File: config.mk
export PLATFORM = sky130hd
export DESIGN_NAME = txpe_ctrl
export DESIGN_NICKNAME = d
export VERILOG_FILES = /design/src/design/txpe_pkg.sv /design/src/design/txpe_sync2.sv /design/src/design/txpe_buf2.sv /design/src/design/txpe_ctrl.sv
export SDC_FILE = /design/constraint.sdc
export NUM_CORES = 1
export LEC_CHECK = 0
export ABC_AREA = 0
export BUFFER_PORTS_ARGS = -buffer_cell sky130_fd_sc_hd__buf_2
export CELL_PAD_IN_SITES_DETAIL_PLACEMENT = 0
export CELL_PAD_IN_SITES_GLOBAL_PLACEMENT = 1
export CORE_MARGIN = 8
export CORE_UTILIZATION = 52
export DETAILED_ROUTE_END_ITERATION = 16
export PLACE_DENSITY = 0.83
export REMOVE_ABC_BUFFERS = 1
export SYNTH_ARGS = -nofsm -noshare
export SYNTH_HDL_FRONTEND = slang
export SYNTH_SLANG_ARGS = --single-unit
File: constraint.sdc
create_clock -name core_clk -period 11.55 [get_ports core_clk]
set_clock_uncertainty 0.2 [all_clocks]
set_input_delay 2.31 -clock core_clk [delete_from_list [all_inputs] [get_ports core_clk]]
set_output_delay 2.31 -clock core_clk [all_outputs]
set_load 0.05 [all_outputs]
File: src/design/txpe_pkg.sv
// Constants, register map and carrier types of the transmit packet engine.
// Assumes a 50 MHz core clock; all other timing is derived from it.
package txpe_pkg;
  localparam int CLK_MHZ = 50;
  localparam int BIT_NS = 3200;
  localparam int BIT_CYCLES = (BIT_NS * CLK_MHZ) / 1000;

  localparam logic [6:0] ADR_STATE = 7'h00;
  localparam logic [6:0] ADR_LOCK = 7'h0C;
  localparam logic [6:0] ADR_PKT = 7'h0D;
  localparam logic [6:0] ADR_BIAS = 7'h17;
  localparam logic [6:0] ADR_SYNC_LO = 7'h19;
  localparam logic [6:0] ADR_SYNC_HI = 7'h1C;
  localparam logic [6:0] ADR_DATA = 7'h1D;

  localparam logic [7:0] RST_STATE = 8'h7F;
  localparam logic [7:0] RST_LOCK = 8'h31;
  localparam logic [7:0] RST_PKT = 8'hB6;
  localparam logic [7:0] RST_BIAS = 8'h99;
  localparam logic [7:0] RST_SYNC = 8'hE5;

  localparam logic [7:0] PREAMBLE_BYTE = 8'hAA;
  localparam logic [1:0] ST_TX = 2'h3;
  localparam logic [1:0] ST_DOWN = 2'h0;
  localparam logic [7:0] CRC8_POLY = 8'h07;
  localparam logic [15:0] CRC16_POLY = 16'h1021;

  typedef struct packed {
    logic [1:0] op_state;
    logic [2:0] amp_level;
    logic ref_out_on;
    logic sync_mode;
    logic load_en;
  } txpe_state_t;

  typedef struct packed {
    logic [1:0] batt_lvl;
    logic [1:0] ldo_cfg;
    logic tx_lock_wait;
    logic amp_auto_off;
    logic amp_lock_gate;
    logic lock_en;
  } txpe_lock_t;

  typedef struct packed {
    logic bit_io;
    logic manchester;
    logic [1:0] check_sel;
    logic [1:0] sync_word_count;
    logic [1:0] preamble_len;
  } txpe_pkt_t;

  typedef struct packed {
    logic [3:0] amp_bias;
    logic [3:0] driver_bias;
  } txpe_bias_t;

  typedef enum logic [2:0] {
    FR_IDLE, FR_WAIT, FR_PRE, FR_SYNC, FR_LEN, FR_PAY, FR_CHK, FR_TAIL
  } txpe_frame_t;
endpackage

File: src/design/txpe_sync2.sv
// Two flip-flop synchroniser for pins from outside the core clock.
// Assumes each bit is an independent level.
`timescale 1ns/1ps
`default_nettype none
module txpe_sync2 #(
  parameter int W = 1,
  parameter logic [W-1:0] RST_VAL = '0
) (
  input wire logic core_clk,
  input wire logic sys_rst,
  input wire logic [W-1:0] async_in,
  output logic [W-1:0] sync_out
);
  logic [W-1:0] meta_ff;

  always_ff @(posedge core_clk) begin
    if (sys_rst) begin
      meta_ff <= RST_VAL;
      sync_out <= RST_VAL;
    end else begin
      meta_ff <= async_in;
      sync_out <= meta_ff;
    end
  end
endmodule // txpe_sync2
`default_nettype wire

File: src/design/txpe_buf2.sv
// Two-entry buffer with valid/ready on both sides.
// Assumes both sides run on the core clock.
`timescale 1ns/1ps
`default_nettype none
module txpe_buf2 #(
  parameter int W = 8
) (
  input wire logic core_clk,
  input wire logic sys_rst,
  input wire logic in_valid,
  output logic in_ready,
  input wire logic [W-1:0] in_data,
  output logic out_valid,
  input wire logic out_ready,
  output logic [W-1:0] out_data
);
  logic [W-1:0] mem_ff [2];
  logic [1:0] cnt_ff;
  logic rd_ff;
  logic wr_ff;
  wire push = in_valid && in_ready;
  wire pop = out_valid && out_ready;

  assign in_ready = cnt_ff != 2'h2;
  assign out_valid = cnt_ff != 2'h0;
  assign out_data = mem_ff[rd_ff];

  always_ff @(posedge core_clk) begin
    if (sys_rst) begin
      cnt_ff <= 2'h0;
      rd_ff <= 1'b0;
      wr_ff <= 1'b0;
    end else begin
      if (push) begin
        mem_ff[wr_ff] <= in_data;
        wr_ff <= ~wr_ff;
      end
      if (pop) begin
        rd_ff <= ~rd_ff;
      end
      cnt_ff <= cnt_ff + {1'b0, push} - {1'b0, pop};
    end
  end
endmodule // txpe_buf2
`default_nettype wire

File: src/design/txpe_ctrl.sv
// Transmit packet engine: serial register port, framer, state and amp control.
// Assumes the host clocks the port far slower than core_clk.
//
// What this block does
// Preamble of 1-4 bytes 10101010
// Sync word 1-4 bytes from registers 28-25
// Host gives frame length 2 to 255/checks
// Optional check field of 0, 1, 2 bytes
// Select rising applies settings, starts synthesizer, amp
// Host writes transmit buffer at address 29
// Eighth frame length bit starts modulation
// Lock wait holds modulation until tuned, locked
// Without lock wait host checks lock first
// Ready during last sync bit, then buffer free
// Host refills buffer between ready falling edges
// Ready on last payload bit and check bytes
// Output lags internal bit stream one bit
// Host holds select low while gated amp
// Auto amp-off after last bit, synthesizer stays
// Next buffer byte in transmit is frame length
// Sample on falling, drive reads on rising
// First octet is address then read bit
// Host transfers whole octets, MSB first
// Write session ends by select rising load
// State field: down, standby, transmit decode
// Amp level zero off unless lock gated
// Sync sent from address 28 down to 25
// Address 29 does not auto increment
// Select high resets serial counters
`timescale 1ns/1ps
`default_nettype none
module txpe_ctrl (
  input wire logic core_clk,
  input wire logic sys_rst,
  input wire logic port_select_low_n,
  input wire logic serial_clk,
  input wire logic serial_data_i,
  output logic serial_data_o,
  output logic serial_data_oe,
  input wire logic lock_detect,
  output logic tx_bit,
  output logic mod_active,
  output logic ready_strobe,
  output logic amp_on,
  output logic [2:0] amp_level,
  output logic [7:0] amp_bias_ctrl,
  output logic synth_on,
  output logic xco_on,
  output logic ref_out_en,
  output logic buf_ready
);
  logic sen_n_s, sck_s, sio_s, ld_s;
  logic sen_d_ff, sck_d_ff;
  logic [2:0] bit_cnt_ff;
  logic first_ff, rw_ff;
  logic [6:0] addr_ff, sh_in_ff;
  logic [7:0] rd_sh_ff;
  txpe_pkg::txpe_state_t st_sh_ff;
  logic [7:0] lk_sh_ff, pk_sh_ff, bias_sh_ff;
  txpe_pkg::txpe_state_t st_ff;
  txpe_pkg::txpe_lock_t lk_ff;
  txpe_pkg::txpe_pkt_t pk_ff;
  logic [7:0] bias_ff;
  logic [7:0] sync_ff [4];
  logic load_ff, amp_off_ff;
  txpe_pkg::txpe_frame_t fr_ff;
  logic [7:0] tmr_ff, len_ff, pay_cnt_ff, fsh_ff;
  logic [2:0] bit_idx_ff;
  logic [1:0] cnt_ff, sync_sel_ff;
  logic chk_left_ff;
  logic [15:0] crc_ff;
  logic wr_valid_ff;
  logic [7:0] wr_byte_ff;
  logic bo_valid, pop;
  logic [7:0] bo_data;
  logic in_rdy;

  function automatic logic [15:0] crc_step(input logic [15:0] c,
                                           input logic b,
                                           input logic wide);
    logic [15:0] r;
    r = c;
    if (wide) begin
      r = {c[14:0], 1'b0} ^ ((c[15] ^ b) ? txpe_pkg::CRC16_POLY : 16'h0000);
    end else begin
      r[15:8] = 8'h00;
      r[7:0] = {c[6:0], 1'b0} ^ ((c[7] ^ b) ? txpe_pkg::CRC8_POLY : 8'h00);
    end
    return r;
  endfunction

  // Resets to idle pin levels: deselected, clock low
  txpe_sync2 #(.W(4), .RST_VAL(4'h8)) u_sync (
    .core_clk(core_clk),
    .sys_rst(sys_rst),
    .async_in({port_select_low_n, serial_clk, serial_data_i, lock_detect}),
    .sync_out({sen_n_s, sck_s, sio_s, ld_s})
  );

  // Serial edge and octet decode
  wire sck_fall = sck_d_ff && !sck_s && !sen_n_s;
  wire sck_rise = !sck_d_ff && sck_s && !sen_n_s;
  wire sen_rise = !sen_d_ff && sen_n_s;
  wire oct_done = sck_fall && bit_cnt_ff == 3'h7;
  wire [7:0] oct = {sh_in_ff, sio_s};
  wire [6:0] oct_addr = oct[7:1];
  wire wr_oct = oct_done && !first_ff && !rw_ff;
  wire [6:0] rd_addr = first_ff ? oct_addr : addr_ff + 7'h01;
  wire is_sync_adr = addr_ff >= txpe_pkg::ADR_SYNC_LO &&
                     addr_ff <= txpe_pkg::ADR_SYNC_HI;
  wire [1:0] sync_idx = 2'(addr_ff - txpe_pkg::ADR_SYNC_LO);
  wire rd_sync = rd_addr >= txpe_pkg::ADR_SYNC_LO &&
                 rd_addr <= txpe_pkg::ADR_SYNC_HI;
  wire [7:0] rd_mux =
    rd_addr == txpe_pkg::ADR_STATE ? st_sh_ff :
    rd_addr == txpe_pkg::ADR_LOCK ? lk_sh_ff :
    rd_addr == txpe_pkg::ADR_PKT ? pk_sh_ff :
    rd_addr == txpe_pkg::ADR_BIAS ? bias_sh_ff :
    rd_sync ? sync_ff[2'(rd_addr - txpe_pkg::ADR_SYNC_LO)] : 8'h00;
  wire load_now = sen_rise && st_sh_ff.load_en;

  // State decode
  wire is_tx = st_ff.op_state == txpe_pkg::ST_TX;
  wire is_up = st_ff.op_state != txpe_pkg::ST_DOWN;
  wire [1:0] chk_n = !pk_ff.check_sel[1] ? 2'h0 :
                     pk_ff.check_sel[0] ? 2'h2 : 2'h1;
  wire amp_req = is_tx && !amp_off_ff &&
    (lk_ff.amp_lock_gate ? (ld_s && !load_ff)
                         : st_ff.amp_level != 3'h0);
  wire bit_tick = fr_ff > txpe_pkg::FR_WAIT &&
                  tmr_ff == 8'(txpe_pkg::BIT_CYCLES - 1);
  wire byte_end = bit_tick && bit_idx_ff == 3'h7;
  wire go = !lk_ff.tx_lock_wait || (synth_on && amp_on && ld_s);
  wire [7:0] pay_len = len_ff - {6'h00, chk_n};
  wire rdy_phase = (fr_ff == txpe_pkg::FR_SYNC && cnt_ff == 2'h0) ||
                   fr_ff == txpe_pkg::FR_LEN || fr_ff == txpe_pkg::FR_PAY ||
                   fr_ff == txpe_pkg::FR_CHK;
  wire [15:0] crc_out = chk_n == 2'h2 ? crc_ff : {crc_ff[7:0], 8'h00};
  wire [15:0] crc_nxt = crc_step(crc_ff, fsh_ff[7], chk_n == 2'h2);
  assign pop = (fr_ff == txpe_pkg::FR_IDLE && is_tx && bo_valid) ||
               (byte_end && ((fr_ff == txpe_pkg::FR_LEN && pay_len != 8'h00) ||
               (fr_ff == txpe_pkg::FR_PAY && pay_cnt_ff > 8'h01)));

  txpe_buf2 #(.W(8)) u_buf (
    .core_clk(core_clk),
    .sys_rst(sys_rst),
    .in_valid(wr_valid_ff),
    .in_ready(in_rdy),
    .in_data(wr_byte_ff),
    .out_valid(bo_valid),
    .out_ready(pop),
    .out_data(bo_data)
  );

  // Serial port
  always_ff @(posedge core_clk) begin
    if (sys_rst) begin
      sen_d_ff <= 1'b1;
      sck_d_ff <= 1'b0;
      bit_cnt_ff <= 3'h0;
      first_ff <= 1'b1;
      rw_ff <= 1'b0;
      addr_ff <= 7'h00;
      sh_in_ff <= 7'h00;
      rd_sh_ff <= 8'h00;
      serial_data_o <= 1'b0;
      serial_data_oe <= 1'b0;
      wr_valid_ff <= 1'b0;
      wr_byte_ff <= 8'h00;
    end else begin
      sen_d_ff <= sen_n_s;
      sck_d_ff <= sck_s;
      wr_valid_ff <= wr_oct && addr_ff == txpe_pkg::ADR_DATA;
      if (wr_oct) begin
        wr_byte_ff <= oct;
      end
      if (sen_n_s) begin
        bit_cnt_ff <= 3'h0;
        first_ff <= 1'b1;
        serial_data_oe <= 1'b0;
      end else if (sck_fall) begin
        bit_cnt_ff <= bit_cnt_ff + 3'h1;
        sh_in_ff <= oct[6:0];
        if (oct_done && first_ff) begin
          addr_ff <= oct_addr;
          rw_ff <= oct[0];
          first_ff <= 1'b0;
          rd_sh_ff <= rd_mux;
        end else if (oct_done) begin
          rd_sh_ff <= rd_mux;
          if (addr_ff != txpe_pkg::ADR_DATA) begin
            addr_ff <= addr_ff + 7'h01;
          end
        end
      end else if (sck_rise && rw_ff && !first_ff) begin
        serial_data_o <= rd_sh_ff[7];
        serial_data_oe <= 1'b1;
        rd_sh_ff <= {rd_sh_ff[6:0], 1'b0};
      end
    end
  end

  // Registers: shadow written, active on load; sync words written directly
  always_ff @(posedge core_clk) begin
    if (sys_rst) begin
      st_sh_ff <= txpe_pkg::RST_STATE;
      lk_sh_ff <= txpe_pkg::RST_LOCK;
      pk_sh_ff <= txpe_pkg::RST_PKT;
      bias_sh_ff <= txpe_pkg::RST_BIAS;
      st_ff <= txpe_pkg::RST_STATE;
      lk_ff <= txpe_pkg::RST_LOCK;
      pk_ff <= txpe_pkg::RST_PKT;
      bias_ff <= txpe_pkg::RST_BIAS;
      for (int i = 0; i < 4; i++) begin
        sync_ff[i] <= txpe_pkg::RST_SYNC;
      end
      load_ff <= 1'b0;
    end else begin
      load_ff <= load_now;
      if (wr_oct && addr_ff == txpe_pkg::ADR_STATE) st_sh_ff <= oct;
      if (wr_oct && addr_ff == txpe_pkg::ADR_LOCK) lk_sh_ff <= oct;
      if (wr_oct && addr_ff == txpe_pkg::ADR_PKT) pk_sh_ff <= oct;
      if (wr_oct && addr_ff == txpe_pkg::ADR_BIAS) bias_sh_ff <= oct;
      if (wr_oct && is_sync_adr) sync_ff[sync_idx] <= oct;
      if (load_now) begin
        st_ff <= st_sh_ff;
        lk_ff <= lk_sh_ff;
        pk_ff <= pk_sh_ff;
        bias_ff <= bias_sh_ff;
      end
    end
  end

  // Framer
  always_ff @(posedge core_clk) begin
    if (sys_rst) begin
      fr_ff <= txpe_pkg::FR_IDLE;
      tmr_ff <= 8'h00;
      bit_idx_ff <= 3'h0;
      len_ff <= 8'h00;
      pay_cnt_ff <= 8'h00;
      fsh_ff <= 8'h00;
      cnt_ff <= 2'h0;
      sync_sel_ff <= 2'h3;
      chk_left_ff <= 1'b0;
      crc_ff <= 16'h0000;
      tx_bit <= 1'b0;
      mod_active <= 1'b0;
      ready_strobe <= 1'b0;
      amp_off_ff <= 1'b0;
    end else begin
      if (fr_ff > txpe_pkg::FR_WAIT) begin
        tmr_ff <= bit_tick ? 8'h00 : tmr_ff + 8'h01;
      end
      if (bit_tick) begin
        tx_bit <= fsh_ff[7];
        fsh_ff <= {fsh_ff[6:0], 1'b0};
        bit_idx_ff <= bit_idx_ff + 3'h1;
        if (fr_ff == txpe_pkg::FR_PAY) begin
          crc_ff <= crc_nxt;
        end
      end
      ready_strobe <= rdy_phase && bit_idx_ff == 3'h7 &&
                      fr_ff > txpe_pkg::FR_WAIT;
      if (load_now) begin
        amp_off_ff <= 1'b0;
      end
      case (fr_ff)
        txpe_pkg::FR_IDLE: begin
          if (is_tx && bo_valid) begin
            len_ff <= bo_data;
            amp_off_ff <= 1'b0;
            fr_ff <= txpe_pkg::FR_WAIT;
          end
        end
        txpe_pkg::FR_WAIT: begin
          if (!is_tx) begin
            fr_ff <= txpe_pkg::FR_IDLE;
          end else if (go) begin
            fsh_ff <= txpe_pkg::PREAMBLE_BYTE;
            cnt_ff <= pk_ff.preamble_len;
            tmr_ff <= 8'h00;
            bit_idx_ff <= 3'h0;
            crc_ff <= 16'h0000;
            mod_active <= 1'b1;
            fr_ff <= txpe_pkg::FR_PRE;
          end
        end
        txpe_pkg::FR_PRE: begin
          if (byte_end && cnt_ff != 2'h0) begin
            fsh_ff <= txpe_pkg::PREAMBLE_BYTE;
            cnt_ff <= cnt_ff - 2'h1;
          end else if (byte_end) begin
            fsh_ff <= sync_ff[3];
            sync_sel_ff <= 2'h2;
            cnt_ff <= pk_ff.sync_word_count;
            fr_ff <= txpe_pkg::FR_SYNC;
          end
        end
        txpe_pkg::FR_SYNC: begin
          if (byte_end && cnt_ff != 2'h0) begin
            fsh_ff <= sync_ff[sync_sel_ff];
            sync_sel_ff <= sync_sel_ff - 2'h1;
            cnt_ff <= cnt_ff - 2'h1;
          end else if (byte_end) begin
            fsh_ff <= len_ff;
            fr_ff <= txpe_pkg::FR_LEN;
          end
        end
        txpe_pkg::FR_LEN: begin
          if (byte_end) begin
            pay_cnt_ff <= pay_len;
            chk_left_ff <= chk_n == 2'h2;
            if (pay_len != 8'h00) begin
              fsh_ff <= bo_valid ? bo_data : 8'h00;
              fr_ff <= txpe_pkg::FR_PAY;
            end else if (chk_n != 2'h0) begin
              fsh_ff <= crc_out[15:8];
              fr_ff <= txpe_pkg::FR_CHK;
            end else begin
              fr_ff <= txpe_pkg::FR_TAIL;
            end
          end
        end
        txpe_pkg::FR_PAY: begin
          if (byte_end && pay_cnt_ff > 8'h01) begin
            fsh_ff <= bo_valid ? bo_data : 8'h00;
            pay_cnt_ff <= pay_cnt_ff - 8'h01;
          end else if (byte_end && chk_n != 2'h0) begin
            fsh_ff <= chk_n == 2'h2 ? crc_nxt[15:8] : crc_nxt[7:0];
            fr_ff <= txpe_pkg::FR_CHK;
          end else if (byte_end) begin
            fr_ff <= txpe_pkg::FR_TAIL;
          end
        end
        txpe_pkg::FR_CHK: begin
          if (byte_end && chk_left_ff) begin
            fsh_ff <= crc_ff[7:0];
            chk_left_ff <= 1'b0;
          end else if (byte_end) begin
            fr_ff <= txpe_pkg::FR_TAIL;
          end
        end
        txpe_pkg::FR_TAIL: begin
          if (bit_tick) begin
            mod_active <= 1'b0;
            amp_off_ff <= lk_ff.amp_auto_off;
            fr_ff <= txpe_pkg::FR_IDLE;
          end
        end
        default: begin
          fr_ff <= txpe_pkg::FR_IDLE;
        end
      endcase
    end
  end

  // Analog control outputs
  always_ff @(posedge core_clk) begin
    if (sys_rst) begin
      amp_on <= 1'b0;
      amp_level <= 3'h0;
      amp_bias_ctrl <= txpe_pkg::RST_BIAS;
      synth_on <= 1'b0;
      xco_on <= 1'b0;
      ref_out_en <= 1'b0;
      buf_ready <= 1'b0;
    end else begin
      amp_on <= amp_req;
      amp_level <= st_ff.amp_level;
      amp_bias_ctrl <= bias_ff;
      synth_on <= is_tx;
      xco_on <= is_up;
      ref_out_en <= is_up && st_ff.ref_out_on;
      buf_ready <= in_rdy;
    end
  end
endmodule // txpe_ctrl
`default_nettype wire

; ---- Word-level counts from Yosys, hierarchy flattened
; Memory sizes are Yosys's and may differ from the RTL's. A register that Yosys moved wholly into a read port is not among the register bits.
; Cells that the tools add are included.
; W data, S select, Z words.
[totals]
output_inout_bits = 21
in_bits = 6
register_bits = 187
mem_count = 2
ram_bits = 48
[op_classes]
n_eq_ne = 38
muxes = 105
order_cmp = 6
bitwise_logic = 8
n_addsub = 12
reduce_logical = 92
[mem_list]
columns = memory, depth, word_bits, rd, rd_ports_with_merged_regs, write_ports, line_no
row1 = sync_ff, 4, 8, 3, 1, 4, txpe_ctrl.sv:64  ; logic [7:0] sync_ff [4];
row2 = u_buf.mem_ff, 2, 8, 1, 1, 1, txpe_buf2.sv:17  ; logic [W-1:0] mem_ff [2];
[op_table]
columns = operator, n
row1 = $mux W8, 32
row2 = $mux W16, 7
row3 = $mux W3, 18
row4 = $pmux W8 S6, 1
row5 = $logic_and A1 B1 Y1, 43
row6 = $eq A7 B4 Y1 const B, 4
row7 = $mux W2, 14
row8 = $mux W7, 4
row9 = $pmux W3 S8, 1
row10 = $ne A2 B2 Y1 const B, 11
row11 = $reduce_bool A2 Y1, 11
row12 = $eq A7 B5 Y1 const B, 3
row13 = $mux W1, 21
row14 = $eq A3 B3 Y1 const B, 6
row15 = $pmux W8 S2, 1
row16 = $xor A16 B13 Y16, 1
row17 = $reduce_and A3 Y1, 5
row18 = $ge A7 B5 Y1 const B, 2
row19 = $le A7 B5 Y1 const B, 2
row20 = $logic_not A7 Y1, 2
row21 = $mux W13, 1
row22 = $reduce_and A4 Y1, 3
row23 = $reduce_and A10 Y1, 1
row24 = $logic_not A1 Y1, 9
row25 = other kinds (33), 58

; ---- Depth between registers and ports, before layout
[depth]
word_depth = 12
depth_mapped = 18
mapped_depth_nobuf = 15

; ---- Hierarchy
; From an unflattened synthesis, not the netlist that was laid out.
[hier_totals]
hier_cells = 1362
hier_area_um2 = 12015.3
[modules_own_cells]
columns = mod, n_inst, cells_each, area_each_um2, seq_area_each_um2
row1 = txpe_ctrl, 1, 1297, 10989.3, 4504.3
row2 = txpe_buf2, 1, 49, 815.8, 580.6
row3 = txpe_sync2, 1, 16, 210.2, 160.2

; ---- Least setup slack after synthesis
; OpenSTA, ideal clock, no wires.
[synth_path]
path_type = input-to-reg
start = input sys_rst
end = memory u_buf.mem_ff[0][0] (enable)
cell_stages = 4
t_arrival_ns = 3.525
setup_slack_ns = 7.441
cell_sequence = clkbuf_1 clkbuf_1 buf_1 nor3_1
[synth_between]
elab_chain_cells = 2
[synth_lines]
columns = element, line_no
row1 = from (decl), txpe_ctrl.sv:34  ; input wire logic sys_rst,
row2 = $mux W1, txpe_buf2.sv:29  ; if (sys_rst) begin
row3 = $mux W1 (implied by the code), txpe_buf2.sv:35  ; mem_ff[wr_ff] <= in_data;
row4 = to (decl), txpe_buf2.sv:17
; No other way between the ends.

; ---- Worst setup path after layout
[layout_path]
start = register pk_ff[4] (netlist bit)
end = register u_buf.cnt_ff[1]
[layout_between]
elab_chain_cells = 10
[layout_lines]
columns = element, line_no
row1 = from (decl), txpe_ctrl.sv:62  ; txpe_pkg::txpe_pkt_t pk_ff;
row2 = from (signal assigned), txpe_ctrl.sv:212  ; pk_ff <= txpe_pkg::RST_PKT;
row3 = from (signal assigned), txpe_ctrl.sv:228  ; pk_ff <= pk_sh_ff;
row4 = $mux W2, txpe_ctrl.sv:126  ; pk_ff.check_sel[0] ? 2'h2 : 2'h1;
row5 = $mux W2, txpe_ctrl.sv:125  ; wire [1:0] chk_n = !pk_ff.check_sel[1] ? 2'h0 :
row6 = $sub A8 B2 Y8, txpe_ctrl.sv:134  ; wire [7:0] pay_len = len_ff - {6'h00, chk_n};
row7 = $reduce_bool A8 Y1, txpe_ctrl.sv:141  ; (byte_end && ((fr_ff == txpe_pkg::FR_LEN && pay_len != 8'h00) ||
row8 = $logic_and A1 B1 Y1, txpe_ctrl.sv:141
row9 = $logic_or A1 B1 Y1, txpe_ctrl.sv:141
row10 = $logic_and A1 B1 Y1, txpe_ctrl.sv:141
row11 = $logic_or A1 B1 Y1, txpe_ctrl.sv:140  ; assign pop = (fr_ff == txpe_pkg::FR_IDLE && is_tx && bo_valid) ||
row12 = $logic_and A1 B1 Y1, txpe_buf2.sv:22  ; wire pop = out_valid && out_ready;
row13 = via u_buf.pop, txpe_buf2.sv:22
row14 = $sub A2 B1 Y2, txpe_buf2.sv:41  ; cnt_ff <= cnt_ff + {1'b0, push} - {1'b0, pop};
row15 = to (signal assigned), txpe_buf2.sv:41
row16 = to (decl), txpe_buf2.sv:18  ; logic [1:0] cnt_ff;
; The timed path passes the listed nets, and every way through them passes these cells.
; A chain may end at the register's enable or synchronous reset.

==> flow_summary.toml <==
[setup_path]
start_kind = "flip-flop"
rr_worst_depth = 15
cp_data_required_time_ps = 11760
path_class = "flip-flop to flip-flop"
cp-end-kind = "flip-flop"
arrival_ps = 4790
crit_fanout = 15
r2r_slack_ps = 6960

[grt]
antenna_found_initial = 0
grt-ovfl-total = 0
grt_max_degree = 65
grt_pass1_vias = 9703
grt_usage = 0.236
grt_pass1_wl_microns = 54200

[detailed_routing]
num_vias = 10000
wl_per_cell_microns = 20.5
viasPerCell = 6.12
ant_nets = 0
drt_iter0_markers = 837
drc = 0
drt_wl_total_microns = 33700
drt_first_pass_iters = 5

[cts]
cts_htree_levels = 1
postCtsSetupRepairBufs = 0
ctsRootBufferMaster = "clkbuf_16"
clk_pin_slew_ps = 60
ctsResizeCount = 0
cts_tree = "built"
clk_latency_ps = 550
cts_hold_buf = 0
cts_max_path_buffers = 3
clock_sinks = 238
cts_made_buffers = 26

[timing]
max-slew-margin-rel = 0.188
drv_slew = 0
hold_viol_final = 0
post-route-min-period_ps = 4590
timing.final.ws_setup_ps = 6960
setup_viol = 0
fmax_ghz = 0.218
tns_ps = 0
tightest_slew_ps = 1210
final.period_utilization = 0.397
rsz0062_at_grt = "no"

[worst_hold_path]
holdCritPathClass = "flip-flop to flip-flop"
min_delay_path_depth = 1

[floorplan]
die-height_microns = 168
io_pins = 27
dieArea_sq_um = 28400
initial_core_util = 0.523
core_sq_um = 23100
row_count = 56
die_w_microns = 168

[synth]
synth_top_cell_area_share = 0.315
synth_top_area_cell = "dfxtp_1"
ys.flop_type = "dfxtp_1"
synth.avg_cell_area_sq_um = 8.85
synth_edf_count = 48
synthArstFlopShare = 0
seq_area_frac_synth = 0.434
ys_top_cells_by_count = "dfxtp_1, nand2_1, nor2_1"
synth-seq-cells = 238
synthCells = 1366
yosysWarnings = 0
ys_top_cells_by_area = "dfxtp_1, edfxtp_1, nand2_1, a21oi_1, nor2_1"
syn_area_sq_um = 12100
synthMostInstantiatedCell = "dfxtp_1"
synthDistinctLibCells = 93

[place]
port_buffers = 26
dp_hpwl_microns = 23900
gp_congestion = 0.955
dp_slack_ps = 6660

[job]
max-cap-violations = 0

[final_layout]
syn2layout_area_growth_pct = 8.65
antenna-diode-count = 0
fillerInstances = 2137
nets = 1359
drive_gt1_frac = 0.113

[run_status]
status = "completed"

[power_and_ir_drop]
power.density_nw_per_um2 = 135
p_leak_nw = 4.75
ir_worst_vdd_v = 0.000109
power_mw = 1.78
==> logic make-up (layout without fill, tap and decap cells) <==
family                     Yosys count  count (layout)  share of synthesized area
adders and majority gates           19              19                     0.0203
AOI/OAI and AO/OA                  324             324                      0.178
xor gates and xnor gates            31              31                     0.0225
muxes                               77              77                     0.0822
DFF                                238             238                      0.434
buffers and inverters              134             121                     0.0447
and+or+nand+nor                    543             543                      0.218
==> where the power goes <==
group          leakage, nW  switching, mW  internal, mW  total, mW
clock                0.417          0.345         0.481      0.826
sequential            1.96        0.00875         0.857      0.866
combinational         2.38         0.0580        0.0269     0.0849
==> final timing paths <==
kind	startpoint	end
min	u_sync.meta_ff[3]	u_sync.sync_out[3]
min reg2reg	u_sync.meta_ff[3]	u_sync.sync_out[3]
max reg2reg	pk_ff[4]	u_buf.cnt_ff[1]
max	pk_ff[4]	u_buf.cnt_ff[1]
==> per-stage QoR <==
stage               hold WS (ps)  cell area (sq um)   util  instances
finish                       208              13100  0.568       1643
global route                 219              13100  0.568       1643
global placement             193              12300  0.531       1596
CTS                          206              13100  0.568       1643
floorplan                    189              11700      -       1265
detailed placement           194              12300  0.531       1596
==> cell usage in the layout, fill, tap and decap left out, types with 13 or more instances in the layout <==
cell type  count
dfxtp_1      190
nand2_1      182
nor2_1       132
a21oi_1      103
o21ai_0       59
nand3_1       51
edfxtp_1      48
mux2i_1       45
inv_1         32
nor2b_1       31
nor3_1        29
clkbuf_16     27
buf_2         25
o211ai_1      21
nand2b_1      18
xor2_1        18
ha_1          18
or2_2         17
and2_1        16
mux4_2        16
buf_4         16
mux2_2        15
a211oi_1      15
xnor2_1       13
==> sequential cells by signal (all words and copies together) (netlist names), 7 cells and up, named ones only <==
| register | cells |
|---|---|
| wr_byte_ff | 8 |
| bias_ff | 8 |
| pay_cnt_ff | 8 |
| oct_addr | 7 |
| rd_sh_ff | 8 |
| u_buf.mem_ff | 16 |
| amp_bias_ctrl | 8 |
| pk_sh_ff | 8 |
| crc_ff | 16 |
| addr_ff | 7 |
| bias_sh_ff | 8 |
| lk_sh_ff | 8 |
| fsh_ff | 8 |
| tmr_ff | 8 |
| len_ff | 8 |
| sync_ff | 32 |
| st_sh_ff | 8 |
==> metal layers <==
metal  GRT usage  vias to the layer above  wire [microns]
met5           0                        -               0
met4      0.0908                        0            1290
met3      0.0282                       80            1710
met2       0.399                      310           16200
met1       0.305                     4811           14500
li1            -                     4847               -
==> worst max-delay path, stage by stage (launching register included) <==
cell,delay [ps]
dfxtp_1,480
nand2_1,260
inv_1,260
fa_1,600
or3b_2,490
nor4_2,170
nor3_2,90
a211oi_2,670
or3_1,220
a21oi_1,110
ha_1,330
inv_1,40
ha_1,190
xnor2_1,160
xnor2_1,130
nor2_1,50
==> area by class of cell <==
type / count / area, sq um / share of cell area
Multi-Input combinational cell: 994 / 6310 / 0.480
Sequential cell: 238 / 5250 / 0.399
Clock buffer: 34 / 712 / 0.0542
Tap cell: 290 / 363 / 0.0276
Timing Repair Buffer: 41 / 245 / 0.0187
Clock inverter: 13 / 143 / 0.0109
Inverter: 33 / 124 / 0.00943
No activity file was read; power rests on OpenSTA's default activity.
